## src/logic/sfr_params.svh

```systemverilog
// Offsets, field positions, reset values and key constants of the special-function bank.
`ifndef SFR_PARAMS_SVH
`define SFR_PARAMS_SVH

`define SFR_BASE_ADDR 32'hFFF00000
`define SFR_OFF_IDENT 8'h00
`define SFR_OFF_IDEXT 8'h04
`define SFR_OFF_RESET_CAUSE 8'h08
`define SFR_OFF_RAM_GUARD 8'h0C
`define SFR_OFF_RSVD0 8'h10
`define SFR_OFF_RSVD1 8'h14
`define SFR_OFF_PROTECT 8'h18
`define SFR_ADDR_BITS 8

`define SFR_CAUSE_PIN 8'h6C
`define SFR_CAUSE_WDOG 8'h53
`define SFR_PROTECT_KEY 16'h27A8
`define SFR_KEY_LSB 16
`define SFR_PROTECT_BIT 5
`define SFR_PERMIT_BIT 0
`define SFR_FIXED_PATTERN 3'h2
`define SFR_IDEXT_VALUE 32'h00000000
`define SFR_MAX_REVISION 31

`define SFR_PSIZE_NONE 4'h0
`define SFR_PSIZE_32K 4'h1
`define SFR_PSIZE_64K 4'h2
`define SFR_PSIZE_128K 4'h3
`define SFR_PSIZE_256K 4'h4
`define SFR_VSIZE_NONE 4'h0
`define SFR_VSIZE_1K 4'h1
`define SFR_VSIZE_2K 4'h2
`define SFR_VSIZE_4K 4'h4
`define SFR_VSIZE_8K 4'h8
`define SFR_DSIZE_NONE 4'h0
`define SFR_MTYPE_FIRST 3'h1
`define SFR_MTYPE_SECOND 3'h4

`define SFR_RESP_OKAY 2'h0
`define SFR_RESP_SLVERR 2'h2

`endif

```

## src/logic/sfr_pkg.sv

```systemverilog
// Types shared by the special-function register bank.
`default_nettype none
package sfr_pkg;

	typedef struct packed {
		logic ident_extended_flag;
		logic [2:0] program_mem_type;
		logic [7:0] architecture_code;
		logic [3:0] volatile_mem_size;
		logic [3:0] nv_data_mem_size;
		logic [3:0] program_mem_size;
		logic [2:0] fixed_pattern;
		logic [4:0] revision;
	} sfr_ident_t;

	typedef struct packed {
		logic [31:0] addr;
		logic [31:0] data;
		logic [3:0] strb;
	} sfr_wreq_t;

	typedef struct packed {
		logic [31:0] data;
		logic [1:0] resp;
	} sfr_rresp_t;

	typedef enum logic [1:0] {
		SFR_W_IDLE = 2'b00,
		SFR_W_RESP = 2'b01
	} sfr_wstate_t;

endpackage
`default_nettype wire

```

## src/logic/sfr_regs.sv

```systemverilog
// Special-function register bank: identification, reset cause, RAM write guard, protect mode.
`include "sfr_params.svh"
`default_nettype none

module sfr_regs #(
	parameter logic [4:0] REVISION = 5'h00,
	parameter logic [3:0] PROGRAM_MEM_SIZE = 4'h0,
	parameter logic [3:0] VOLATILE_MEM_SIZE = 4'h8,
	parameter logic [2:0] PROGRAM_MEM_TYPE = 3'h1,
	// Arbitrary architecture value; it is not any real part's code.
	parameter logic [7:0] ARCHITECTURE_CODE = 8'h12,
	parameter bit IDENT_EXTENDED = 1'b0
) (
	input wire logic aclk,
	input wire logic aresetn,
	input wire logic [31:0] s_axi_awaddr,
	input wire logic s_axi_awvalid,
	output logic s_axi_awready,
	input wire logic [31:0] s_axi_wdata,
	input wire logic [3:0] s_axi_wstrb,
	input wire logic s_axi_wvalid,
	output logic s_axi_wready,
	output logic [1:0] s_axi_bresp,
	output logic s_axi_bvalid,
	input wire logic s_axi_bready,
	input wire logic [31:0] s_axi_araddr,
	input wire logic s_axi_arvalid,
	output logic s_axi_arready,
	output logic [31:0] s_axi_rdata,
	output logic [1:0] s_axi_rresp,
	output logic s_axi_rvalid,
	input wire logic s_axi_rready,
	input wire logic watchdog_reset_seen,
	input wire logic ext_ram_write_req,
	output logic ext_ram_write_abort,
	output logic ram_write_permit,
	output logic irq_controller_protect
);
	import sfr_pkg::*;

	////////////////////////////////////////////////////////////////////////////////
	// Elaboration checks on the strapped identification fields.

	initial begin
		if (!(PROGRAM_MEM_SIZE inside {`SFR_PSIZE_NONE, `SFR_PSIZE_32K, `SFR_PSIZE_64K,
			`SFR_PSIZE_128K, `SFR_PSIZE_256K})) begin
			$error("Program memory size code is reserved.");
		end
		if (!(VOLATILE_MEM_SIZE inside {`SFR_VSIZE_NONE, `SFR_VSIZE_1K, `SFR_VSIZE_2K,
			`SFR_VSIZE_4K, `SFR_VSIZE_8K})) begin
			$error("Volatile memory size code is reserved.");
		end
		if (!(PROGRAM_MEM_TYPE inside {`SFR_MTYPE_FIRST, `SFR_MTYPE_SECOND})) begin
			$error("Program memory type code is reserved.");
		end
		if (ARCHITECTURE_CODE[7:4] > 4'h9 || ARCHITECTURE_CODE[3:0] > 4'h9) begin
			$error("Architecture code is not two decimal digits.");
		end
	end

	////////////////////////////////////////////////////////////////////////////////
	// Hardwired identification word.

	sfr_ident_t ident;

	always_comb begin
		ident.ident_extended_flag = IDENT_EXTENDED;
		ident.program_mem_type = PROGRAM_MEM_TYPE;
		ident.architecture_code = ARCHITECTURE_CODE;
		ident.volatile_mem_size = VOLATILE_MEM_SIZE;
		ident.nv_data_mem_size = `SFR_DSIZE_NONE;
		ident.program_mem_size = PROGRAM_MEM_SIZE;
		ident.fixed_pattern = `SFR_FIXED_PATTERN;
		ident.revision = REVISION;
	end

	////////////////////////////////////////////////////////////////////////////////
	// Reset cause, caught by a clocked process while reset is held.

	logic wdog_cause_ff;

	always_ff @(posedge aclk) begin
		if (!aresetn) begin
			wdog_cause_ff <= watchdog_reset_seen;
		end
	end

	////////////////////////////////////////////////////////////////////////////////
	// Write channel. Address and data are latched separately, so either may come first.

	logic aw_held_ff;
	logic w_held_ff;
	sfr_wreq_t wreq_ff;
	logic bvalid_ff;
	logic [1:0] bresp_ff;
	logic permit_ff;
	logic protect_ff;
	logic do_write;
	logic [`SFR_ADDR_BITS-1:0] woff;

	assign s_axi_awready = !aw_held_ff && !bvalid_ff;
	assign s_axi_wready = !w_held_ff && !bvalid_ff;
	assign do_write = aw_held_ff && w_held_ff && !bvalid_ff;
	assign woff = wreq_ff.addr[`SFR_ADDR_BITS-1:0];

	always_ff @(posedge aclk) begin
		if (!aresetn) begin
			aw_held_ff <= 1'b0;
			w_held_ff <= 1'b0;
			wreq_ff <= '0;
		end else begin
			if (s_axi_awvalid && s_axi_awready) begin
				aw_held_ff <= 1'b1;
				wreq_ff.addr <= s_axi_awaddr;
			end else if (do_write) begin
				aw_held_ff <= 1'b0;
			end
			if (s_axi_wvalid && s_axi_wready) begin
				w_held_ff <= 1'b1;
				wreq_ff.data <= s_axi_wdata;
				wreq_ff.strb <= s_axi_wstrb;
			end else if (do_write) begin
				w_held_ff <= 1'b0;
			end
		end
	end

	always_ff @(posedge aclk) begin
		if (!aresetn) begin
			bvalid_ff <= 1'b0;
			bresp_ff <= `SFR_RESP_OKAY;
		end else if (do_write) begin
			bvalid_ff <= 1'b1;
			// Unmapped words answer with an error; mapped read-only words accept silently.
			bresp_ff <= (woff > `SFR_OFF_PROTECT || woff[1:0] != 2'b00) ?
				`SFR_RESP_SLVERR : `SFR_RESP_OKAY;
		end else if (s_axi_bready) begin
			bvalid_ff <= 1'b0;
		end
	end

	assign s_axi_bvalid = bvalid_ff;
	assign s_axi_bresp = bresp_ff;

	always_ff @(posedge aclk) begin
		if (!aresetn) begin
			permit_ff <= 1'b0;
		end else if (do_write && woff == `SFR_OFF_RAM_GUARD && wreq_ff.strb[0]) begin
			permit_ff <= wreq_ff.data[`SFR_PERMIT_BIT];
		end
	end

	// The key and the bit usually sit in different byte lanes, so a write must carry
	// all lanes holding the key and the bit; lane 1 is not needed, so a write that only lacks lane 1 can still unlock.
	always_ff @(posedge aclk) begin
		if (!aresetn) begin
			protect_ff <= 1'b0;
		end else if (do_write && woff == `SFR_OFF_PROTECT && wreq_ff.strb[3:2] == 2'b11
			&& wreq_ff.strb[0]
			&& wreq_ff.data[31:`SFR_KEY_LSB] == `SFR_PROTECT_KEY) begin
			protect_ff <= wreq_ff.data[`SFR_PROTECT_BIT];
		end
	end

	assign ram_write_permit = permit_ff;
	assign irq_controller_protect = protect_ff;
	assign ext_ram_write_abort = ext_ram_write_req && !permit_ff;

	////////////////////////////////////////////////////////////////////////////////
	// Read channel.

	logic rvalid_ff;
	sfr_rresp_t rresp_ff;
	sfr_rresp_t nxt_rresp;
	logic [`SFR_ADDR_BITS-1:0] roff;

	assign s_axi_arready = !rvalid_ff;
	assign roff = s_axi_araddr[`SFR_ADDR_BITS-1:0];

	always_comb begin
		nxt_rresp.data = 32'h00000000;
		nxt_rresp.resp = `SFR_RESP_OKAY;
		if (roff[1:0] != 2'b00) begin
			nxt_rresp.resp = `SFR_RESP_SLVERR;
		end else begin
			case (roff)
				`SFR_OFF_IDENT: nxt_rresp.data = ident;
				`SFR_OFF_IDEXT: nxt_rresp.data = `SFR_IDEXT_VALUE;
				`SFR_OFF_RESET_CAUSE: begin
					nxt_rresp.data = {24'h000000,
						wdog_cause_ff ? `SFR_CAUSE_WDOG : `SFR_CAUSE_PIN};
				end
				`SFR_OFF_RAM_GUARD: nxt_rresp.data[`SFR_PERMIT_BIT] = permit_ff;
				`SFR_OFF_RSVD0, `SFR_OFF_RSVD1: nxt_rresp.data = 32'h00000000;
				`SFR_OFF_PROTECT: nxt_rresp.data[`SFR_PROTECT_BIT] = protect_ff;
				default: nxt_rresp.resp = `SFR_RESP_SLVERR;
			endcase
		end
	end

	always_ff @(posedge aclk) begin
		if (!aresetn) begin
			rvalid_ff <= 1'b0;
			rresp_ff <= '0;
		end else if (s_axi_arvalid && s_axi_arready) begin
			rvalid_ff <= 1'b1;
			rresp_ff <= nxt_rresp;
		end else if (s_axi_rready) begin
			rvalid_ff <= 1'b0;
		end
	end

	assign s_axi_rvalid = rvalid_ff;
	assign s_axi_rdata = rresp_ff.data;
	assign s_axi_rresp = rresp_ff.resp;

endmodule
`default_nettype wire

```

## config.mk

```make
export PLATFORM = sky130hd
export DESIGN_NAME = sfr_regs
export DESIGN_NICKNAME = d
export VERILOG_FILES = /design/src/logic/sfr_pkg.sv /design/src/logic/sfr_regs.sv
export VERILOG_INCLUDE_DIRS = /design/src /design/src/logic
export SDC_FILE = /design/constraint.sdc
export NUM_CORES = 1
export LEC_CHECK = 0
export ABC_AREA = 1
export BUFFER_PORTS_ARGS = -buffer_cell sky130_fd_sc_hd__buf_4
export CORE_MARGIN = 1
export CORE_UTILIZATION = 43
export DETAILED_ROUTE_END_ITERATION = 16
export PLACE_DENSITY = 0.85
export SETUP_SLACK_MARGIN = 0.1
export SLEW_MARGIN = 10
export SYNTH_ARGS = -nofsm -noshare
export SYNTH_HDL_FRONTEND = slang
export SYNTH_SLANG_ARGS = --single-unit
```

## constraint.sdc

```tcl
create_clock -name aclk -period 2.4 [get_ports aclk]
set_input_delay 0.36 -clock aclk [delete_from_list [all_inputs] [get_ports aclk]]
set_output_delay 0.36 -clock aclk [all_outputs]
set_load 0.01 [all_outputs]
```

==> qor.csv, run 1 <==
stage;metric;value;unit
outcome;status;finished, final reports clean;
finish;leading cell type in the layout, fill and taps excluded;buf_4;
timing;Hold Vio Cnt, Final;0;
die;Die ar.;5100;µm²
routing;DR vias;1815;
routing;Routed wire per std cell;10.4;µm
finish;area grow syn2layout;21.3;%
yosys;Mapped Cells;281;
timing;final worst setup slack;988;ps
worst_setup_path;CP endpoint kind;output port;
global_route;number of global-route vias before repair;1623;
timing;fin crit share;58.8;%
die;Initial Utilization;46.0;%
routing;vias per cell;4.64;
global_route;first-pass GRT wire length;6.70;mm
timing;Fmax achieved;708;MHz
placed_design;IO Port Bufs;66;
routing;1st-iter DRT viols;84;
yosys;Synth Register Bits;44;
yosys;Avg Cell Area, Syn;7.37;µm²
timing;Slew Viols, Final;0;
routing;drt drc;0;
hold_path;Hold Crit Class;input pin to flip-flop;
finish;Layout Nets;448;
global_route;largest net degree at the start of global routing;38;
clock_network;Max clock buf depth;2;
clock_network;TritonCTS Buffers;5;
timing;unrepaired setup endpoints after global routing;no;
die;Die X;71.4;µm
worst_setup_path;Worst Path Max Fanout;5;
yosys;mapped cell area;2070;µm²
routing;Antenna Violating Nets Remaining;0;
worst_setup_path;worst path cell trace;nor2_2 -> buf_4;
timing;skew final;7.02;ps
yosys;Synth cell types;28;
finish;fin area;2510;µm²
global_route;all-layer global routing usage;16.5;%
clock_network;CTS root buf;clkbuf_8;
finish;most frequent cells in the layout;66 x buf_4, 47 x nor2_1, 43 x dfxtp_1;
worst_setup_path;WP data required;2040;ps
finish;Final Util;55.8;%
placed_design;placed wire-length estimate;3.02;mm
die;row cnt;24;
global_route;global route total overflow;0;
yosys;Yosys warnings;0;
power;P per Cell Area;601;nW/µm²
finish;# diodes;0;
power;Pleak;1.19;nW
clock_network;insertion delay of the later-clocked pin in the worst-skew pair;290;ps
clock_network;Clk pin slew, worst setup/hold paths;80;ps
clock_network;Post-CTS Setup Bufs;0;
global_route;initial antenna violation count;0;
power;Max VDD drop;346;µV
clock_network;H-tree depth;2;
flow_run;max-cap check violation count;0;
placed_design;Setup WS pre-CTS;1100;ps
clock_network;CTS Sinks;44;
placed_design;Cell Area, Placed;2440;µm²
finish;layout cells sized above 1;24.5;%
timing;TNS Setup;0;ps
die;height of the chip;71.4;µm
routing;Total Routed Length;4.06;mm
worst_setup_path;CP Launch Type;flip-flop;
clock_network;CTS tree;built;
die;I/O pin total;153;
die;Core ar.;4500;µm²
timing;setup violators final;0;
worst_setup_path;CP peak stage delay;390;ps
timing;fin crit period;1410;ps
worst_setup_path;CP max-delay cell;dfxtp_1;
yosys;post-synthesis sequential area ratio;43.0;%
worst_setup_path;Worst EP arrival;1050;ps
clock_network;CTS hold repair buffers;0;
finish;fillcell total;445;
placed_design;GPL Wtd Cong;0.773;
worst_setup_path;Worst R2R Setup Slack;1080;ps
clock_network;post-CTS sizing;0;
routing;DRT Pass-1 Iters;5;
worst_setup_path;crit path kind;flip-flop to output port;
-- final timing paths --
path                        startpoint                       end  cells past startpoint
max reg2reg  s_axi_bvalid$_SDFFE_PN0P_  wreq_ff[30]$_SDFFE_PN0P_                      5
min reg2reg   wreq_ff[31]$_SDFFE_PN0P_  wreq_ff[31]$_SDFFE_PN0P_                      2
min                watchdog_reset_seen   wdog_cause_ff$_DFFE_PN_                      1
max          s_axi_bvalid$_SDFFE_PN0P_              s_axi_wready                      2
-- power breakdown --
part | leakage (nW) | internal (W) | switching [W]
clock network | 0.0410 | 0.000198 | 0.000224
registers | 0.365 | 0.000790 | 0.0000284
logic | 0.782 | 0.000117 | 0.000153
total | 1.19 | 0.00110 | 0.000405
-- cells by family after synthesis --
family | share of synthesized area (%)
AO/OA/AOI/OAI | 15.9
flip-flops | 43.0
buffers and inverters | 18.7
other | 0.181
AND/OR/NAND/NOR | 22.2
-- synth_stat cells --
master | instances | area [µm²]
buf_6 | 4 | 45.0
inv_2 | 2 | 7.51
a21oi_1 | 28 | 140
nand4_1 | 2 | 12.5
conb_1 | 1 | 3.75
inv_1 | 26 | 97.6
o21ai_1 | 6 | 30.0
buf_4 | 29 | 218
nand3_1 | 9 | 45.0
nor2_1 | 47 | 176
nor2_4 | 1 | 11.3
a21oi_2 | 1 | 8.76
clkinv_1 | 1 | 3.75
o21ai_2 | 1 | 8.76
nor3_2 | 1 | 10.0
clkbuf_1 | 3 | 11.3
dfxtp_1 | 43 | 861
buf_2 | 1 | 5.00
nor2_2 | 2 | 12.5
nand2_2 | 2 | 12.5
nor3_1 | 3 | 15.0
and2_1 | 1 | 6.26
nand2_4 | 1 | 11.3
edfxtp_1 | 1 | 30.0
o21a_1 | 1 | 7.51
nand2_1 | 35 | 131
o21ai_0 | 27 | 135
nand3b_1 | 2 | 15.0
-- layout make-up --
type,count,area (µm²),area share (%)
clock buffer,6,72.6,2.89
clock inverter,1,5.00,0.199
inverter,29,109,4.33
timing repair buffer,66,495,19.7
tap,52,65.1,2.59
sequential,44,891,35.4
multi-input combinational,193,876,34.8
-- registers in the layout, indices dropped and copies added, names as in the netlist --
register,flops
s_axi_bresp,1
s_axi_rresp,1
w_held_ff,1
s_axi_rvalid,1
ram_write_permit,1
wreq_ff,21
s_axi_bvalid,1
wdog_cause_ff,1
aw_held_ff,1
woff,8
s_axi_rdata,6
irq_controller_protect,1
-- worst max-delay path: cells and delay by family, from the launching register on --
family / cells / cell delay, ps
buf+inv: 1 / 160
flops: 1 / 390
simple gates: 1 / 220
-- stage by stage --
stage	hold WS [ps]	total power [W]	cells
finish	247	0.00151	391
floorplan	429	0.00104	303
CTS	237	0.00152	391
global route	233	0.00160	391
detailed placement	447	0.00111	384
global placement	439	0.00110	384
-- per-layer routing --
layer / track usage [%] / wire length [µm] / vias to the layer above / part of all wire [%]
met3: 5.06 / 247 / 4 / 6.1
met1: 19.4 / 1840 / 781 / 45
met2: 29.1 / 1950 / 66 / 48
li1: - / - / 964 / -
met5: 0 / 0 / - / 0
met4: 4.67 / 25 / 0 / 0.62
(Power assumes the default switching activity.)
==> run 2, diff against run 1 <==
CORE_UTILIZATION = 40   (was 43)
PLACE_DENSITY = 0.8   (was 0.85)
clock period = 1.3 ns   (was 2.4 ns; I/O delays follow)
==> run 2 against run 1 <==
  * Design area increased by 4.2%
  * Worst hold slack got worse by 170 ps
  * Utilization decreased by 1.8 points
  * Register-to-register slack got worse by 890 ps
  * Via count increased by 0.83%
  * Setup slack got worse by 890 ps
  * Clock skew decreased by 2.9 ps
  * Largest cell class is now multi-input gates
==> qor.csv, run 2 (synthesized netlist as in run 1, its figures left out) <==
stage;metric;value;unit
routing;WL met1;1.88;mm
clock_network;Post-CTS Setup Bufs;0;
global_route;number of global-route vias before repair;1640;
die;Initial Utilization;42.7;%
power;power share of the combinational group;18.3;%
timing;TNS Setup;0;ps
worst_setup_path;Worst Path Max Fanout;4;
timing;fin crit period;1200;ps
timing;skew final;4.12;ps
routing;DR vias;1830;
routing;Routed wire per std cell;10.4;µm
clock_network;CTS hold repair buffers;0;
global_route;initial antenna violation count;0;
timing;unrepaired setup endpoints after global routing;yes;
routing;Total Routed Length;4.27;mm
global_route;first-pass GRT wire length;6.79;mm
finish;layout cells sized above 1;27.7;%
die;Core ar.;4850;µm²
routing;Met2 Wirelength;2.07;mm
global_route;largest net degree at the start of global routing;32;
die;Die ar.;5470;µm²
worst_setup_path;CP Launch Type;flip-flop;
timing;Hold Vio Cnt, Final;0;
global_route;all-layer global routing usage;16.3;%
clock_network;CTS tree;built;
die;Die X;74.0;µm
clock_network;insertion delay of the later-clocked pin in the worst-skew pair;290;ps
worst_setup_path;WP data required;1110;ps
routing;DRT Pass-1 Iters;4;
timing;Fmax achieved;833;MHz
timing;fin crit share;92.4;%
worst_setup_path;CP endpoint kind;output port;
worst_setup_path;CP peak stage delay;380;ps
routing;drt drc;0;
outcome;status;finished, final reports clean;
worst_setup_path;worst path cell trace;nor2_4 -> buf_4;
finish;max reg flops;21;
worst_setup_path;Buf/Inv on CP;1;
timing;final hold slack;78.8;ps
routing;vias per cell;4.46;
clock_network;CTS root buf;clkbuf_8;
power;Clock power frac;29.5;%
clock_network;Clk pin slew, worst setup/hold paths;80;ps
clock_network;Max clock buf depth;2;
global_route;global route total overflow;0;
routing;WL met3;269;µm
power;switch share;26.9;%
finish;most frequent cells in the layout;69 x buf_4, 44 x nor2_1, 40 x dfxtp_1;
clock_network;TritonCTS Buffers;5;
worst_setup_path;Worst EP arrival;1010;ps
placed_design;IO Port Bufs;66;
worst_setup_path;Worst R2R Setup Slack;190;ps
power;Reg power frac;52.2;%
hold_path;Hold Crit Class;input pin to flip-flop;
finish;leading cell type in the layout, fill and taps excluded;buf_4;
routing;1st-iter DRT viols;35;
timing;setup violators final;0;
placed_design;GPL Wtd Cong;0.785;
finish;area grow syn2layout;26.4;%
power;P per Cell Area;1110;nW/µm²
finish;Layout Nets;451;
flow_run;max-cap check violation count;0;
die;row cnt;25;
die;I/O pin total;153;
clock_network;H-tree depth;2;
power;Max VDD drop;717;µV
worst_setup_path;crit path kind;flip-flop to output port;
finish;# diodes;0;
clock_network;CTS Sinks;44;
routing;Antenna Violating Nets Remaining;0;
worst_setup_path;family with the most delay on the worst path;flip-flops;
power;Int Power;0.00213;W
timing;Slew Viols, Final;0;
routing;top layer used by detailed routing;met4;
finish;Biggest register;wreq_ff;
placed_design;placed wire-length estimate;3.30;mm
power;Pleak;1.21;nW
power;Switch Pwr;0.000781;W
worst_setup_path;CP max-delay cell;dfxtp_2;
die;height of the chip;74.0;µm
==> run 2: routing by layer <==
layer	track usage, %	up-vias
li1	-	968
met1	18.5	794
met2	29.0	62
met3	4.74	6
met4	5.56	0
met5	0	-
==> run 2: stage by stage <==
| stage | utilization [%] | power, W | setup slack [ps] | area, µm² | instances |
|---|---|---|---|---|---|
| final | 54.0 | 0.00291 | 99.3 | 2620 | 410 |
| after global routing | 54.0 | 0.00309 | 64.0 | 2620 | 410 |
| after CTS | 53.1 | 0.00291 | 111 | 2580 | 410 |
| after detailed placement | 51.1 | 0.00205 | 49.1 | 2480 | 402 |
| after global placement | 51.1 | 0.00204 | 65.0 | 2480 | 402 |
| after floorplan | - | 0.00192 | 146 | 2150 | 303 |
==> run 2: worst reg2reg max path: stages, from the launching register on <==
cell	delay (ps)
dfxtp_2	380
nor2_4	180
nand2_8	160
buf_4	180
a21oi_1	130
==> run 2: timing repair <==
item / in CTS / in global routing
endpoints found under the setup margin: 22 / 26
hold endpoints to repair: 0 / 0
pin swaps: 0 / 5
resized for setup: 3 / 19
==> run 2: worst paths after layout <==
path,start,to,cells past startpoint
setup reg to reg,s_axi_bvalid$_SDFFE_PN0P_,w_held_ff$_SDFFE_PN0P_,4
setup / recovery,s_axi_bvalid$_SDFFE_PN0P_,s_axi_wready,2
hold reg to reg,wreq_ff[32]$_SDFFE_PN0P_,wreq_ff[32]$_SDFFE_PN0P_,2
hold / removal,watchdog_reset_seen,wdog_cause_ff$_DFFE_PN_,1
==> run 2: power by group through the flow <==
stage               Clock (W)  Combinational [W]  Sequential [W]
global placement            0           0.000498         0.00154
finish               0.000858           0.000533         0.00152
detailed placement          0           0.000512         0.00154
CTS                  0.000884           0.000517         0.00151
global route         0.000954           0.000608         0.00153
floorplan                   0           0.000380         0.00154
==> run 2: final cells by class <==
cell class | instances | area [µm²]
fill | 512 | 2230
multi-input combinational | 193 | 920
sequential | 44 | 897
timing repair buffer | 69 | 518
inverter | 29 | 111
clock buffer | 8 | 90.1
tap | 67 | 83.8
